## src/pmplf_pkg.sv

```systemverilog
// Constants, register map and types for the program memory protection lock and fault block.
// Function
// RULE_01: Lock command decodes status reset, lock, unlock.
// RULE_02: Lock engages only after correct key sequence.
// RULE_03: Unlock disengages only after correct key sequence.
// RULE_04: Lock state bit zero shows engagement.
// RULE_05: Only the first 64 key bits count.
// RULE_06: Third and fourth key writes are ignored.
// RULE_07: Violations are captured in address and status.
// RULE_08: Fault registers sit at consecutive word addresses.
// RULE_09: Fault address holds full 32-bit faulting address.
// RULE_10: Status bits 15 to 9 hold requestor ID.
// RULE_11: Narrow requestor IDs read zero above.
// RULE_12: Wide requestor IDs truncate to seven bits.
// RULE_13: Local fault sets bit 8, zeroes ID.
// RULE_14: Bit 8 marks a local processor fault.
// RULE_15: Bits 5 and 4 flag supervisor read, write.
// RULE_16: Bits 2 and 1 flag user read, write.
// RULE_17: Keep first fault; local may replace remote.
// RULE_18: Writing one to fault clear drops the record.
// RULE_19: A 64-bit key guards protection configuration writes.
// RULE_20: Engaged lock blocks page permission attribute writes.
package pmplf_pkg;

  // Register byte addresses.
  localparam logic [31:0] PMPLF_FAULT_ADDRESS_OFS = 32'h0184a400;
  localparam logic [31:0] PMPLF_FAULT_STATUS_OFS  = 32'h0184a404;
  localparam logic [31:0] PMPLF_FAULT_CLEAR_OFS   = 32'h0184a408;
  localparam logic [31:0] PMPLF_KEY_FIRST_OFS     = 32'h0184a500;
  localparam logic [31:0] PMPLF_KEY_SECOND_OFS    = 32'h0184a504;
  localparam logic [31:0] PMPLF_KEY_THIRD_OFS     = 32'h0184a508;
  localparam logic [31:0] PMPLF_KEY_FOURTH_OFS    = 32'h0184a50c;
  localparam logic [31:0] PMPLF_LOCK_COMMAND_OFS  = 32'h0184a510;
  localparam logic [31:0] PMPLF_LOCK_STATE_OFS    = 32'h0184a514;

  // Page permission attribute window, decoded only to gate writes.
  localparam logic [31:0] PMPLF_PAGE_ATTR_BASE    = 32'h0184a200;
  localparam logic [31:0] PMPLF_PAGE_ATTR_LAST    = 32'h0184a2fc;

  // Lock command bit positions.
  localparam int PMPLF_CMD_STATUS_RESET_BIT = 2;
  localparam int PMPLF_CMD_LOCK_BIT         = 1;
  localparam int PMPLF_CMD_UNLOCK_BIT       = 0;

  // Lock state and fault clear bit positions.
  localparam int PMPLF_ENGAGED_BIT          = 0;
  localparam int PMPLF_CLEAR_FAULT_BIT      = 0;

  // Fault status field positions.
  localparam int PMPLF_FID_LSB              = 9;
  localparam int PMPLF_FID_W                = 7;
  localparam int PMPLF_LOCAL_BIT            = 8;
  localparam int PMPLF_SUP_READ_BIT         = 5;
  localparam int PMPLF_SUP_WRITE_BIT        = 4;
  localparam int PMPLF_USER_READ_BIT        = 2;
  localparam int PMPLF_USER_WRITE_BIT       = 1;

  // Reset values.
  localparam logic [31:0] PMPLF_WORD_RST    = 32'h00000000;
  localparam logic [63:0] PMPLF_KEY_RST     = 64'h0000000000000000;

  // Progress of the key entry sequence.
  typedef enum logic [1:0] {
    PMPLF_SEQ_IDLE   = 2'b00,
    PMPLF_SEQ_FIRST  = 2'b01,
    PMPLF_SEQ_READY  = 2'b10
  } pmplf_seq_type;

endpackage

```

## src/pmplf_top.sv

```systemverilog
// Lock control and fault recording for the level-one program memory protection unit.
`timescale 1ns/1ps
module pmplf_top
  import pmplf_pkg::*;
#(
  parameter int ID_W = 6
) (
  input  wire logic              clock_i,
  input  wire logic              arst_n_i,
  input  wire logic [31:0]       bus_addr_i,
  input  wire logic [31:0]       bus_wdata_i,
  input  wire logic              bus_wr_i,
  input  wire logic              bus_rd_i,
  input  wire logic              bus_supervisor_i,
  output logic      [31:0]       bus_rdata_o,
  input  wire logic              fault_valid_i,
  input  wire logic [31:0]       fault_addr_i,
  input  wire logic [ID_W-1:0]   fault_id_i,
  input  wire logic              fault_local_i,
  input  wire logic              fault_sup_read_i,
  input  wire logic              fault_sup_write_i,
  input  wire logic              fault_user_read_i,
  input  wire logic              fault_user_write_i,
  output logic                   fault_exception_o,
  output logic                   engaged_flag_o,
  output logic                   page_attr_wr_o
);

  // Refuse widths the capture logic cannot serve.
  if (ID_W < 1) begin : g_bad_id_w
    $error("ID_W must be at least one");
  end

  // All state of the block.
  typedef struct packed {
    logic          engaged;
    logic [63:0]   stored_key;
    logic [63:0]   entry_key;
    pmplf_seq_type seq;
    logic          fault_held;
    logic [31:0]   fault_address;
    logic [31:0]   fault_status;
    logic          exception;
    logic [31:0]   rdata;
  } pmplf_state_type;

  pmplf_state_type st_q;
  pmplf_state_type st_d;

  // Fits a requestor ID into the seven-bit field, zero-extending or truncating.
  function automatic logic [PMPLF_FID_W-1:0] fit_id(input logic [ID_W-1:0] id);
    logic [PMPLF_FID_W+ID_W-1:0] wide;
    wide = '0;
    wide[ID_W-1:0] = id;
    return wide[PMPLF_FID_W-1:0]; // [RULE_11] [RULE_12]
  endfunction

  // Compares the bus address against one register offset.
  function automatic logic hit(input logic [31:0] addr, input logic [31:0] ofs);
    return addr == ofs;
  endfunction

  logic wr_ok;
  logic cmd_write;
  logic key_first_write;
  logic key_second_write;
  logic key_ignored_write;
  logic clear_write;
  logic page_attr_hit;
  logic take_fault;
  logic [31:0] new_status;

  // Configuration writes are honoured only from supervisor mode.
  assign wr_ok             = bus_wr_i & bus_supervisor_i;
  assign cmd_write         = wr_ok & hit(bus_addr_i, PMPLF_LOCK_COMMAND_OFS);
  assign key_first_write   = wr_ok & hit(bus_addr_i, PMPLF_KEY_FIRST_OFS);
  assign key_second_write  = wr_ok & hit(bus_addr_i, PMPLF_KEY_SECOND_OFS);
  assign key_ignored_write = wr_ok & (hit(bus_addr_i, PMPLF_KEY_THIRD_OFS) |
                                      hit(bus_addr_i, PMPLF_KEY_FOURTH_OFS));
  assign clear_write       = wr_ok & hit(bus_addr_i, PMPLF_FAULT_CLEAR_OFS) &
                             bus_wdata_i[PMPLF_CLEAR_FAULT_BIT]; // [RULE_18]
  assign page_attr_hit     = (bus_addr_i >= PMPLF_PAGE_ATTR_BASE) &
                             (bus_addr_i <= PMPLF_PAGE_ATTR_LAST);

  // The whole protection unit sees attribute writes only while disengaged.
  assign page_attr_wr_o    = wr_ok & page_attr_hit & ~st_q.engaged; // [RULE_20] [RULE_19]

  // First fault wins; a local fault may displace a remote one.
  assign take_fault = fault_valid_i &
                      (~st_q.fault_held |
                       (fault_local_i & ~st_q.fault_status[PMPLF_LOCAL_BIT])); // [RULE_17]

  // Assemble the status word of the incoming fault.
  always_comb begin
    new_status = PMPLF_WORD_RST;
    new_status[PMPLF_FID_LSB +: PMPLF_FID_W] =
      fault_local_i ? '0 : fit_id(fault_id_i); // [RULE_10] [RULE_13]
    new_status[PMPLF_LOCAL_BIT]      = fault_local_i; // [RULE_14] [RULE_13]
    new_status[PMPLF_SUP_READ_BIT]   = fault_sup_read_i; // [RULE_15]
    new_status[PMPLF_SUP_WRITE_BIT]  = fault_sup_write_i; // [RULE_15]
    new_status[PMPLF_USER_READ_BIT]  = fault_user_read_i; // [RULE_16]
    new_status[PMPLF_USER_WRITE_BIT] = fault_user_write_i; // [RULE_16]
  end

  // Next-state logic for the lock, key sequence, fault record and read port.
  always_comb begin
    st_d           = st_q;
    st_d.exception = 1'b0;
    st_d.rdata     = PMPLF_WORD_RST;

    // Key sequence: first word, then second word, then a command.
    // Writes to the third and fourth key words neither store nor disturb it.
    if (key_first_write) begin
      st_d.entry_key[31:0] = bus_wdata_i; // [RULE_05] [RULE_19]
      st_d.seq             = PMPLF_SEQ_FIRST;
    end else if (key_second_write) begin
      st_d.entry_key[63:32] = bus_wdata_i; // [RULE_05]
      st_d.seq = (st_q.seq == PMPLF_SEQ_FIRST) ? PMPLF_SEQ_READY : PMPLF_SEQ_IDLE;
    end else if (key_ignored_write) begin
      st_d.seq = st_q.seq; // [RULE_06]
    end

    // Command decode; zero bits do nothing, status reset outranks the rest.
    if (cmd_write) begin
      if (bus_wdata_i[PMPLF_CMD_STATUS_RESET_BIT]) begin // [RULE_01]
        st_d.seq = PMPLF_SEQ_IDLE;
      end else if (bus_wdata_i[PMPLF_CMD_LOCK_BIT] &
                   ~bus_wdata_i[PMPLF_CMD_UNLOCK_BIT]) begin // [RULE_01]
        if (st_q.seq == PMPLF_SEQ_READY && !st_q.engaged) begin // [RULE_02]
          st_d.engaged    = 1'b1;
          st_d.stored_key = st_q.entry_key;
        end
        st_d.seq = PMPLF_SEQ_IDLE;
      end else if (bus_wdata_i[PMPLF_CMD_UNLOCK_BIT] &
                   ~bus_wdata_i[PMPLF_CMD_LOCK_BIT]) begin // [RULE_01]
        if (st_q.seq == PMPLF_SEQ_READY && st_q.engaged &&
            st_q.entry_key == st_q.stored_key) begin // [RULE_03]
          st_d.engaged = 1'b0;
        end
        st_d.seq = PMPLF_SEQ_IDLE;
      end
    end

    // A fault arriving with a clear is kept only if take_fault accepts it against the old record; otherwise it is lost.
    if (clear_write) begin
      st_d.fault_held    = 1'b0; // [RULE_18]
      st_d.fault_address = PMPLF_WORD_RST;
      st_d.fault_status  = PMPLF_WORD_RST;
    end
    if (take_fault) begin
      st_d.fault_held    = 1'b1; // [RULE_07]
      st_d.fault_address = fault_addr_i; // [RULE_09]
      st_d.fault_status  = new_status;
      st_d.exception     = 1'b1; // [RULE_17]
    end

    // Read data for the cycle after the strobe; write-only and unmapped read zero.
    if (bus_rd_i) begin
      if (hit(bus_addr_i, PMPLF_FAULT_ADDRESS_OFS)) begin // [RULE_08]
        st_d.rdata = st_q.fault_address;
      end else if (hit(bus_addr_i, PMPLF_FAULT_STATUS_OFS)) begin // [RULE_08]
        st_d.rdata = st_q.fault_status;
      end else if (hit(bus_addr_i, PMPLF_LOCK_STATE_OFS)) begin
        st_d.rdata[PMPLF_ENGAGED_BIT] = st_q.engaged; // [RULE_04]
      end
    end
  end

  // State register.
  always_ff @(posedge clock_i or negedge arst_n_i) begin
    if (!arst_n_i) begin
      st_q.engaged       <= 1'b0;
      st_q.stored_key    <= PMPLF_KEY_RST;
      st_q.entry_key     <= PMPLF_KEY_RST;
      st_q.seq           <= PMPLF_SEQ_IDLE;
      st_q.fault_held    <= 1'b0;
      st_q.fault_address <= PMPLF_WORD_RST;
      st_q.fault_status  <= PMPLF_WORD_RST;
      st_q.exception     <= 1'b0;
      st_q.rdata         <= PMPLF_WORD_RST;
    end else begin
      st_q <= st_d;
    end
  end

  assign bus_rdata_o       = st_q.rdata;
  assign fault_exception_o = st_q.exception;
  assign engaged_flag_o    = st_q.engaged;

endmodule
```

## config.mk

```make
export PLATFORM = sky130hd
export DESIGN_NAME = pmplf_top
export DESIGN_NICKNAME = d
export VERILOG_FILES = /design/src/pmplf_pkg.sv /design/src/pmplf_top.sv
export SDC_FILE = /design/constraint.sdc
export NUM_CORES = 1
export LEC_CHECK = 0
export BUFFER_PORTS_ARGS = -buffer_cell sky130_fd_sc_hd__buf_2
export CORE_MARGIN = 8
export CORE_UTILIZATION = 50
export CTS_CLUSTER_SIZE = 40
export DETAILED_ROUTE_END_ITERATION = 12
export PLACE_DENSITY = 0.71
export SLEW_MARGIN = 10
export SYNTH_ARGS = -nofsm -noshare
export SYNTH_HDL_FRONTEND = slang
export SYNTH_SLANG_ARGS = --single-unit
```

## constraint.sdc

```tcl
create_clock -name clock_i -period 4 [get_ports clock_i]
set_clock_uncertainty 0.2 [all_clocks]
set_input_delay 0 -clock clock_i [delete_from_list [all_inputs] [get_ports clock_i]]
set_output_delay 0 -clock clock_i [all_outputs]
set_load 0.02 [all_outputs]
```

==> results of run 1 <==
==> where the power goes <==
part	switching (uW)	internal, uW	leakage [uW]
clock network	815	1120	0.000342
logic	227	338	0.00284
registers	102	2270	0.00283
==> Yosys cell counts (all sizes together) (2+ instances only) <==
master,instances
dfrtp,208
nand2,104
mux2,90
a22o,55
xnor2,45
buf,42
clkbuf,22
and2,20
nand4,20
inv,13
nor4,12
o21ai,10
nor2b,8
nor3,8
xor2,8
a21oi,7
nor2,7
nand2b,6
o22ai,4
or4,4
nor4b,3
a2111o,2
a21o,2
ha,2
nand3,2
==> flip-flops by register name, indices dropped and copies added (netlist names) <==
signal / cells
fault_exception_o: 1
bus_rdata_o: 32
engaged_flag_o: 1
st_q: 174
==> worst paths after layout <==
check	start	endpoint	slack [ns]	cells after the start
setup / recovery	bus_addr_i[17]	engaged_flag_o$_DFFE_PN0P_	0.33	11
hold / removal	bus_wdata_i[5]	st_q[105]$_DFFE_PN0P_	0.05	4
setup reg to reg	st_q[98]$_DFF_PN0_	engaged_flag_o$_DFFE_PN0P_	0.93	7
hold reg to reg	st_q[93]$_DFFE_PN0P_	bus_rdata_o[28]$_DFF_PN0_	0.28	1
max in group asynchronous	arst_n_i	st_q[91]$_DFFE_PN0P_	2.39	4
min in group asynchronous	arst_n_i	st_q[113]$_DFFE_PN0P_	0.37	3
==> cell type report <==
type / count / area (um^2)
clock buffers: 32 / 648
clock inverters: 5 / 36.3
fillers: 1281 / 6160
inverters: 13 / 48.8
multi-input cells: 433 / 3390
flip-flops and latches: 208 / 5200
well taps: 229 / 287
repair buffers: 277 / 2060
==> routing by layer <==
metal / GRT usage, % / vias to the layer above
met4: 6.25 / 0
met3: 4.45 / 57
met1: 25.5 / 3201
met5: 0 / -
met2: 35.2 / 267
li1: - / 2948
==> cells by family after synthesis <==
| group | after synthesis | synth area share (%) |
|---|---|---|
| adders and majority gates | 2 | 0.278 |
| and+or+nand+nor | 201 | 11.6 |
| xor gates and xnor gates | 53 | 5.15 |
| buffers and inverters | 77 | 5.07 |
| DFF | 208 | 57.8 |
| AOI/OAI and AO/OA | 87 | 7.62 |
| muxes | 90 | 12.5 |
==> what timing repair did <==
action | in CTS | in global routing
hold endpoints to repair | 232 | 0
hold buffers | 123 | 0
resized for setup | 0 | 1
endpoints found under the setup margin | 0 | 1
==> worst min-delay path, delay by kind of cell <==
| family | cells | cell delay (ns) |
|---|---|---|
| buffers and inverters | 2 | 0.62 |
| AND/OR/NAND/NOR | 2 | 0.09 |
==> metrics by stage <==
stage	util, %	cell area [um^2]
final	65.5	11700
after global routing	65.5	11700
after CTS	65.4	11700
after detailed placement	54.6	9740
after global placement	54.6	9740
after floorplan	-	9010
==> impl_metrics.json, run 1 <==
{
  "path_clk_slew_ns": 0.06,
  "initial_utilization_pct": 50.5,
  "max-vdd-ir-drop_mv": 0.488,
  "synth_edf_count": 0,
  "synth_flop_cell": "dfrtp_1",
  "cp_common_cell": "dlygate4sd3_1",
  "post_cts_buffers": 0,
  "critical_path.max_stage_delay_ns": 0.63,
  "first_global_vias": 6818,
  "std_cell_core_area_um2": 17800,
  "numCtsBuffers": 22,
  "place_ws_ns": 0.988,
  "topRoutingLayerUsed": "met4",
  "count_of_placed_standard_cells_including_taps": 1037,
  "global_route_wire_length_before_repair_mm": 36.6,
  "insertion_delay_ns": 0.51,
  "global_route.overflow_total": 0,
  "final-hold-violation-count": 0,
  "layout-drive-gt1-share_pct": 29.6,
  "report.final.setup_viol": 0,
  "synthesis.nets": 833,
  "synthArstFlopShare_pct": 100,
  "final_period_minus_worst_setup_slack_ns": 3.67,
  "drt-met1-wl_mm": 9.46,
  "startpoint_type": "input port",
  "route.met2.wl_mm": 11.3,
  "die_height_um": 150,
  "critPathKind": "in2reg",
  "yosys.area.top_type_share_pct": 57.8,
  "detail_route.drc_violations": 0,
  "cp.arrival_ns": 3.92,
  "ys_seq_elements": 208,
  "grt_setup_unrepaired": "no",
  "drt.antenna.violating_nets": 0,
  "grt_antenna_before_repair": 0,
  "io_pins": 148,
  "worstPathCellList": "dlygate4sd3_1 -> buf_2 -> nor4bb_1 -> dlygate4sd3_1 -> nand4_2 -> nor3_1 -> dlygate4sd3_1 -> nand4_1 -> dlygate4sd3_1 -> nand2_1 -> dlygate4sd3_1",
  "status": "complete, no violations",
  "cts_tree": "done",
  "synth_sequential_area_ratio_pct": 57.8,
  "dp_hpwl_mm": 13.5,
  "finalNetCount": 1070,
  "clockRootBuffer": "clkbuf_16",
  "most-common-layout-cells": "dfrtp_1, buf_2, dlygate4sd3_1",
  "relSlewSlack_pct": 21.2,
  "tightestPinTransition_ns": 1.18,
  "power_density_nw_per_um2": 418,
  "maximum_number_of_pins_on_one_net_before_global_route_repair": 71,
  "fmax_mhz": 272,
  "drv.max_cap_violation_count": 0,
  "max-clock-path-buffers": 3,
  "whs_ns": 0.0479,
  "yosysTopAreaCell": "dfrtp_1",
  "cts_num_sinks": 208,
  "starting_drt_drc_count": 374,
  "synth_cell_types": 51,
  "area_grow_syn2layout_pct": 29.6,
  "fp.dieArea_um2": 22600,
  "syn_area_um2": 9010,
  "num_vias": 6473,
  "yosysWarningCount": 0,
  "crit_buf_inv": 6,
  "stdcell_count": 1197,
  "routed-wl-met3_mm": 1.90,
  "critical_path_peak_fanout": 7,
  "insertedDiodeCount": 0,
  "buffer_ports.inserted": 147,
  "vias_per_cell": 5.41,
  "fin_crit_sh_pct": 91.8,
  "place_congestion": 0.815,
  "synthCells": 718,
  "cpMaxStageDelayCell": "dlygate4sd3_1",
  "finalMaxSlewViolations": 0,
  "clock_tree.htree_level_count": 1,
  "timing.setup.tns_ns": 0,
  "post-layout-total-power_uw": 4880,
  "grt_usage_pct": 20.5,
  "critical_path.endpoint_type": "register",
  "required_ns": 4.25,
  "syn_area_per_cell_um2": 12.6,
  "worst_hold_path_type": "in2reg",
  "wl_mm": 23.2,
  "critical-path-top-delay-family": "buffers and inverters",
  "wire_per_inst_um": 19.4,
  "die_w_um": 150,
  "layout_setup_ws_ns": 0.330,
  "p_leak_uw": 0.00601,
  "final_common_cell": "dfrtp_1",
  "rows": 49,
  "drt_first_pass_iters": 5,
  "synth_top_cells_by_area": "dfrtp_1, mux2_2, a22o_1, mux2_4, xnor2_1"
}
(Power assumes the default switching activity.)
==> run 2: changes to the inputs <==
- ABC_CLOCK_PERIOD_IN_PS: not set -> 4000
- CORE_UTILIZATION: 50 -> 45
- PLACE_DENSITY: 0.71 -> 0.65
==> impl_metrics.json, run 2 (same netlist as run 1, synthesis figures left out) <==
{
  "grt_setup_unrepaired": "no",
  "clockRootBuffer": "clkbuf_16",
  "fmax_mhz": 309,
  "fp.dieArea_um2": 24800,
  "rows": 51,
  "layout-drive-gt1-share_pct": 29.7,
  "clock_tree.htree_level_count": 1,
  "drt_first_pass_iters": 4,
  "path_clk_slew_ns": 0.06,
  "most-common-layout-cells": "dfrtp_1, buf_2, dlygate4sd3_1",
  "finalNetCount": 1065,
  "tightestPinTransition_ns": 1.21,
  "numCtsBuffers": 23,
  "post_cts_resize_count": 0,
  "status": "complete, no violations",
  "layout_setup_ws_ns": 0.764,
  "critical_path_peak_fanout": 37,
  "die_height_um": 158,
  "reg2reg_slack_ns": 0.97,
  "dp_hpwl_mm": 13.5,
  "std_cell_core_area_um2": 19600,
  "critical_path.endpoint_type": "register",
  "first_global_vias": 6619,
  "num_vias": 6257,
  "insertion_delay_ns": 0.50,
  "detail_route.drc_violations": 0,
  "cts_num_sinks": 208,
  "max-clock-path-buffers": 3,
  "maximum_number_of_pins_on_one_net_before_global_route_repair": 140,
  "cp.arrival_ns": 3.47,
  "critPathKind": "in2reg",
  "die_w_um": 158,
  "drt.antenna.violating_nets": 0,
  "required_ns": 4.23,
  "wire_per_inst_um": 18.0,
  "p_leak_uw": 0.00601,
  "relSlewSlack_pct": 19.4,
  "grt_usage_pct": 17.9,
  "cts_tree": "done",
  "grt_antenna_before_repair": 1,
  "place_ws_ns": 0.951,
  "buffer_ports.inserted": 147,
  "drv.max_cap_violation_count": 0,
  "final_period_minus_worst_setup_slack_ns": 3.24,
  "max-vdd-ir-drop_mv": 0.242,
  "initial_utilization_pct": 46.0,
  "global_route_wire_length_before_repair_mm": 35.7,
  "vias_per_cell": 5.08,
  "io_pins": 148,
  "wl_mm": 22.2,
  "startpoint_type": "input port",
  "report.final.setup_viol": 0,
  "starting_drt_drc_count": 371,
  "global_route.overflow_total": 0,
  "finalMaxSlewViolations": 0,
  "power_density_nw_per_um2": 428,
  "timing.setup.tns_ns": 0,
  "area_grow_syn2layout_pct": 30.2,
  "final-hold-violation-count": 0,
  "place_congestion": 0.804,
  "worst_hold_path_type": "in2reg",
  "largest_register": "st_q",
  "largest_reg_flops": 174,
  "final_common_cell": "dfrtp_1",
  "fin_crit_sh_pct": 80.9
}
run 2: cell types whose count changed in the layout (fill, tap and decap cells not counted), sizes merged:
| cell | delta |
|---|---|
| bufinv | +2 |
| clkbuf | +4 |
| clkinv | -3 |
| diode | +1 |
| dlygate4sd3 | -6 |
| inv | +1 |
run 2: metrics by stage:
step                      hold slack (ns)  std cells  instance area (um^2)  utilization [%]  total power (uW)
final                              0.0515       1232                 11700             59.9              5020
after floorplan                    -0.496        718                  9010                -              2570
after global routing               0.0639       1232                 11700             59.9              5220
after global placement             -0.159       1073                  9790             50.0              2750
after detailed placement           -0.158       1073                  9790             50.0              2760
after CTS                          0.0339       1231                 11700             59.9              5050
run 2: timing repair:
action | in CTS | in global routing
setup buffers | 0 | 0
setup endpoints to repair | 0 | 0
hold buffers | 117 | 0
hold endpoints to repair | 352 | 0
run 2: final timing paths:
| kind | cells after the start | end | start |
|---|---|---|---|
| worst max-delay path | 9 | st_q[99]$_DFF_PN0_ | bus_addr_i[8] |
| worst min-delay path | 4 | st_q[103]$_DFFE_PN0P_ | bus_wdata_i[3] |
| worst max register to register | 6 | st_q[44]$_DFFE_PN0P_ | st_q[41]$_DFFE_PN0P_ |
| worst min register to register | 1 | bus_rdata_o[15]$_DFF_PN0_ | st_q[80]$_DFFE_PN0P_ |
| max in group asynchronous | 4 | st_q[200]$_DFFE_PN0P_ | arst_n_i |
| min in group asynchronous | 4 | st_q[74]$_DFFE_PN0P_ | arst_n_i |
run 2: critical path, cell delays in order:
cell,delay [ns]
dlygate4sd3_1,0.53
buf_2,0.20
nand3_2,0.10
or4b_1,0.46
or4_2,1.09
nor3b_2,0.30
a21oi_1,0.06
a21oi_1,0.15
dlygate4sd3_1,0.56
run 2: cell type report:
cell class              instances  area (um^2)
clock inverters                 5         78.8
fillers                      1534         7860
diodes                          1         2.50
clock buffers                  36          674
flip-flops and latches        208         5200
multi-input cells             433         3390
inverters                      13         48.8
well taps                     265          332
repair buffers                271         2000
run 2: power by group:
group	internal [uW]	total [uW]	switching [uW]	leakage (uW)
Combinational	334	555	221	0.00281
Clock	1280	2100	818	0.000369
Sequential	2270	2370	92.6	0.00283
Total	3890	5020	1130	0.00601
run 2: metal layers:
layer	GRT usage (%)	up-vias	routed length, um
li1	-	2937	-
met1	24.0	3102	9770
met2	29.3	191	10400
met3	3.89	27	1690
met4	4.26	0	314
met5	0	-	0
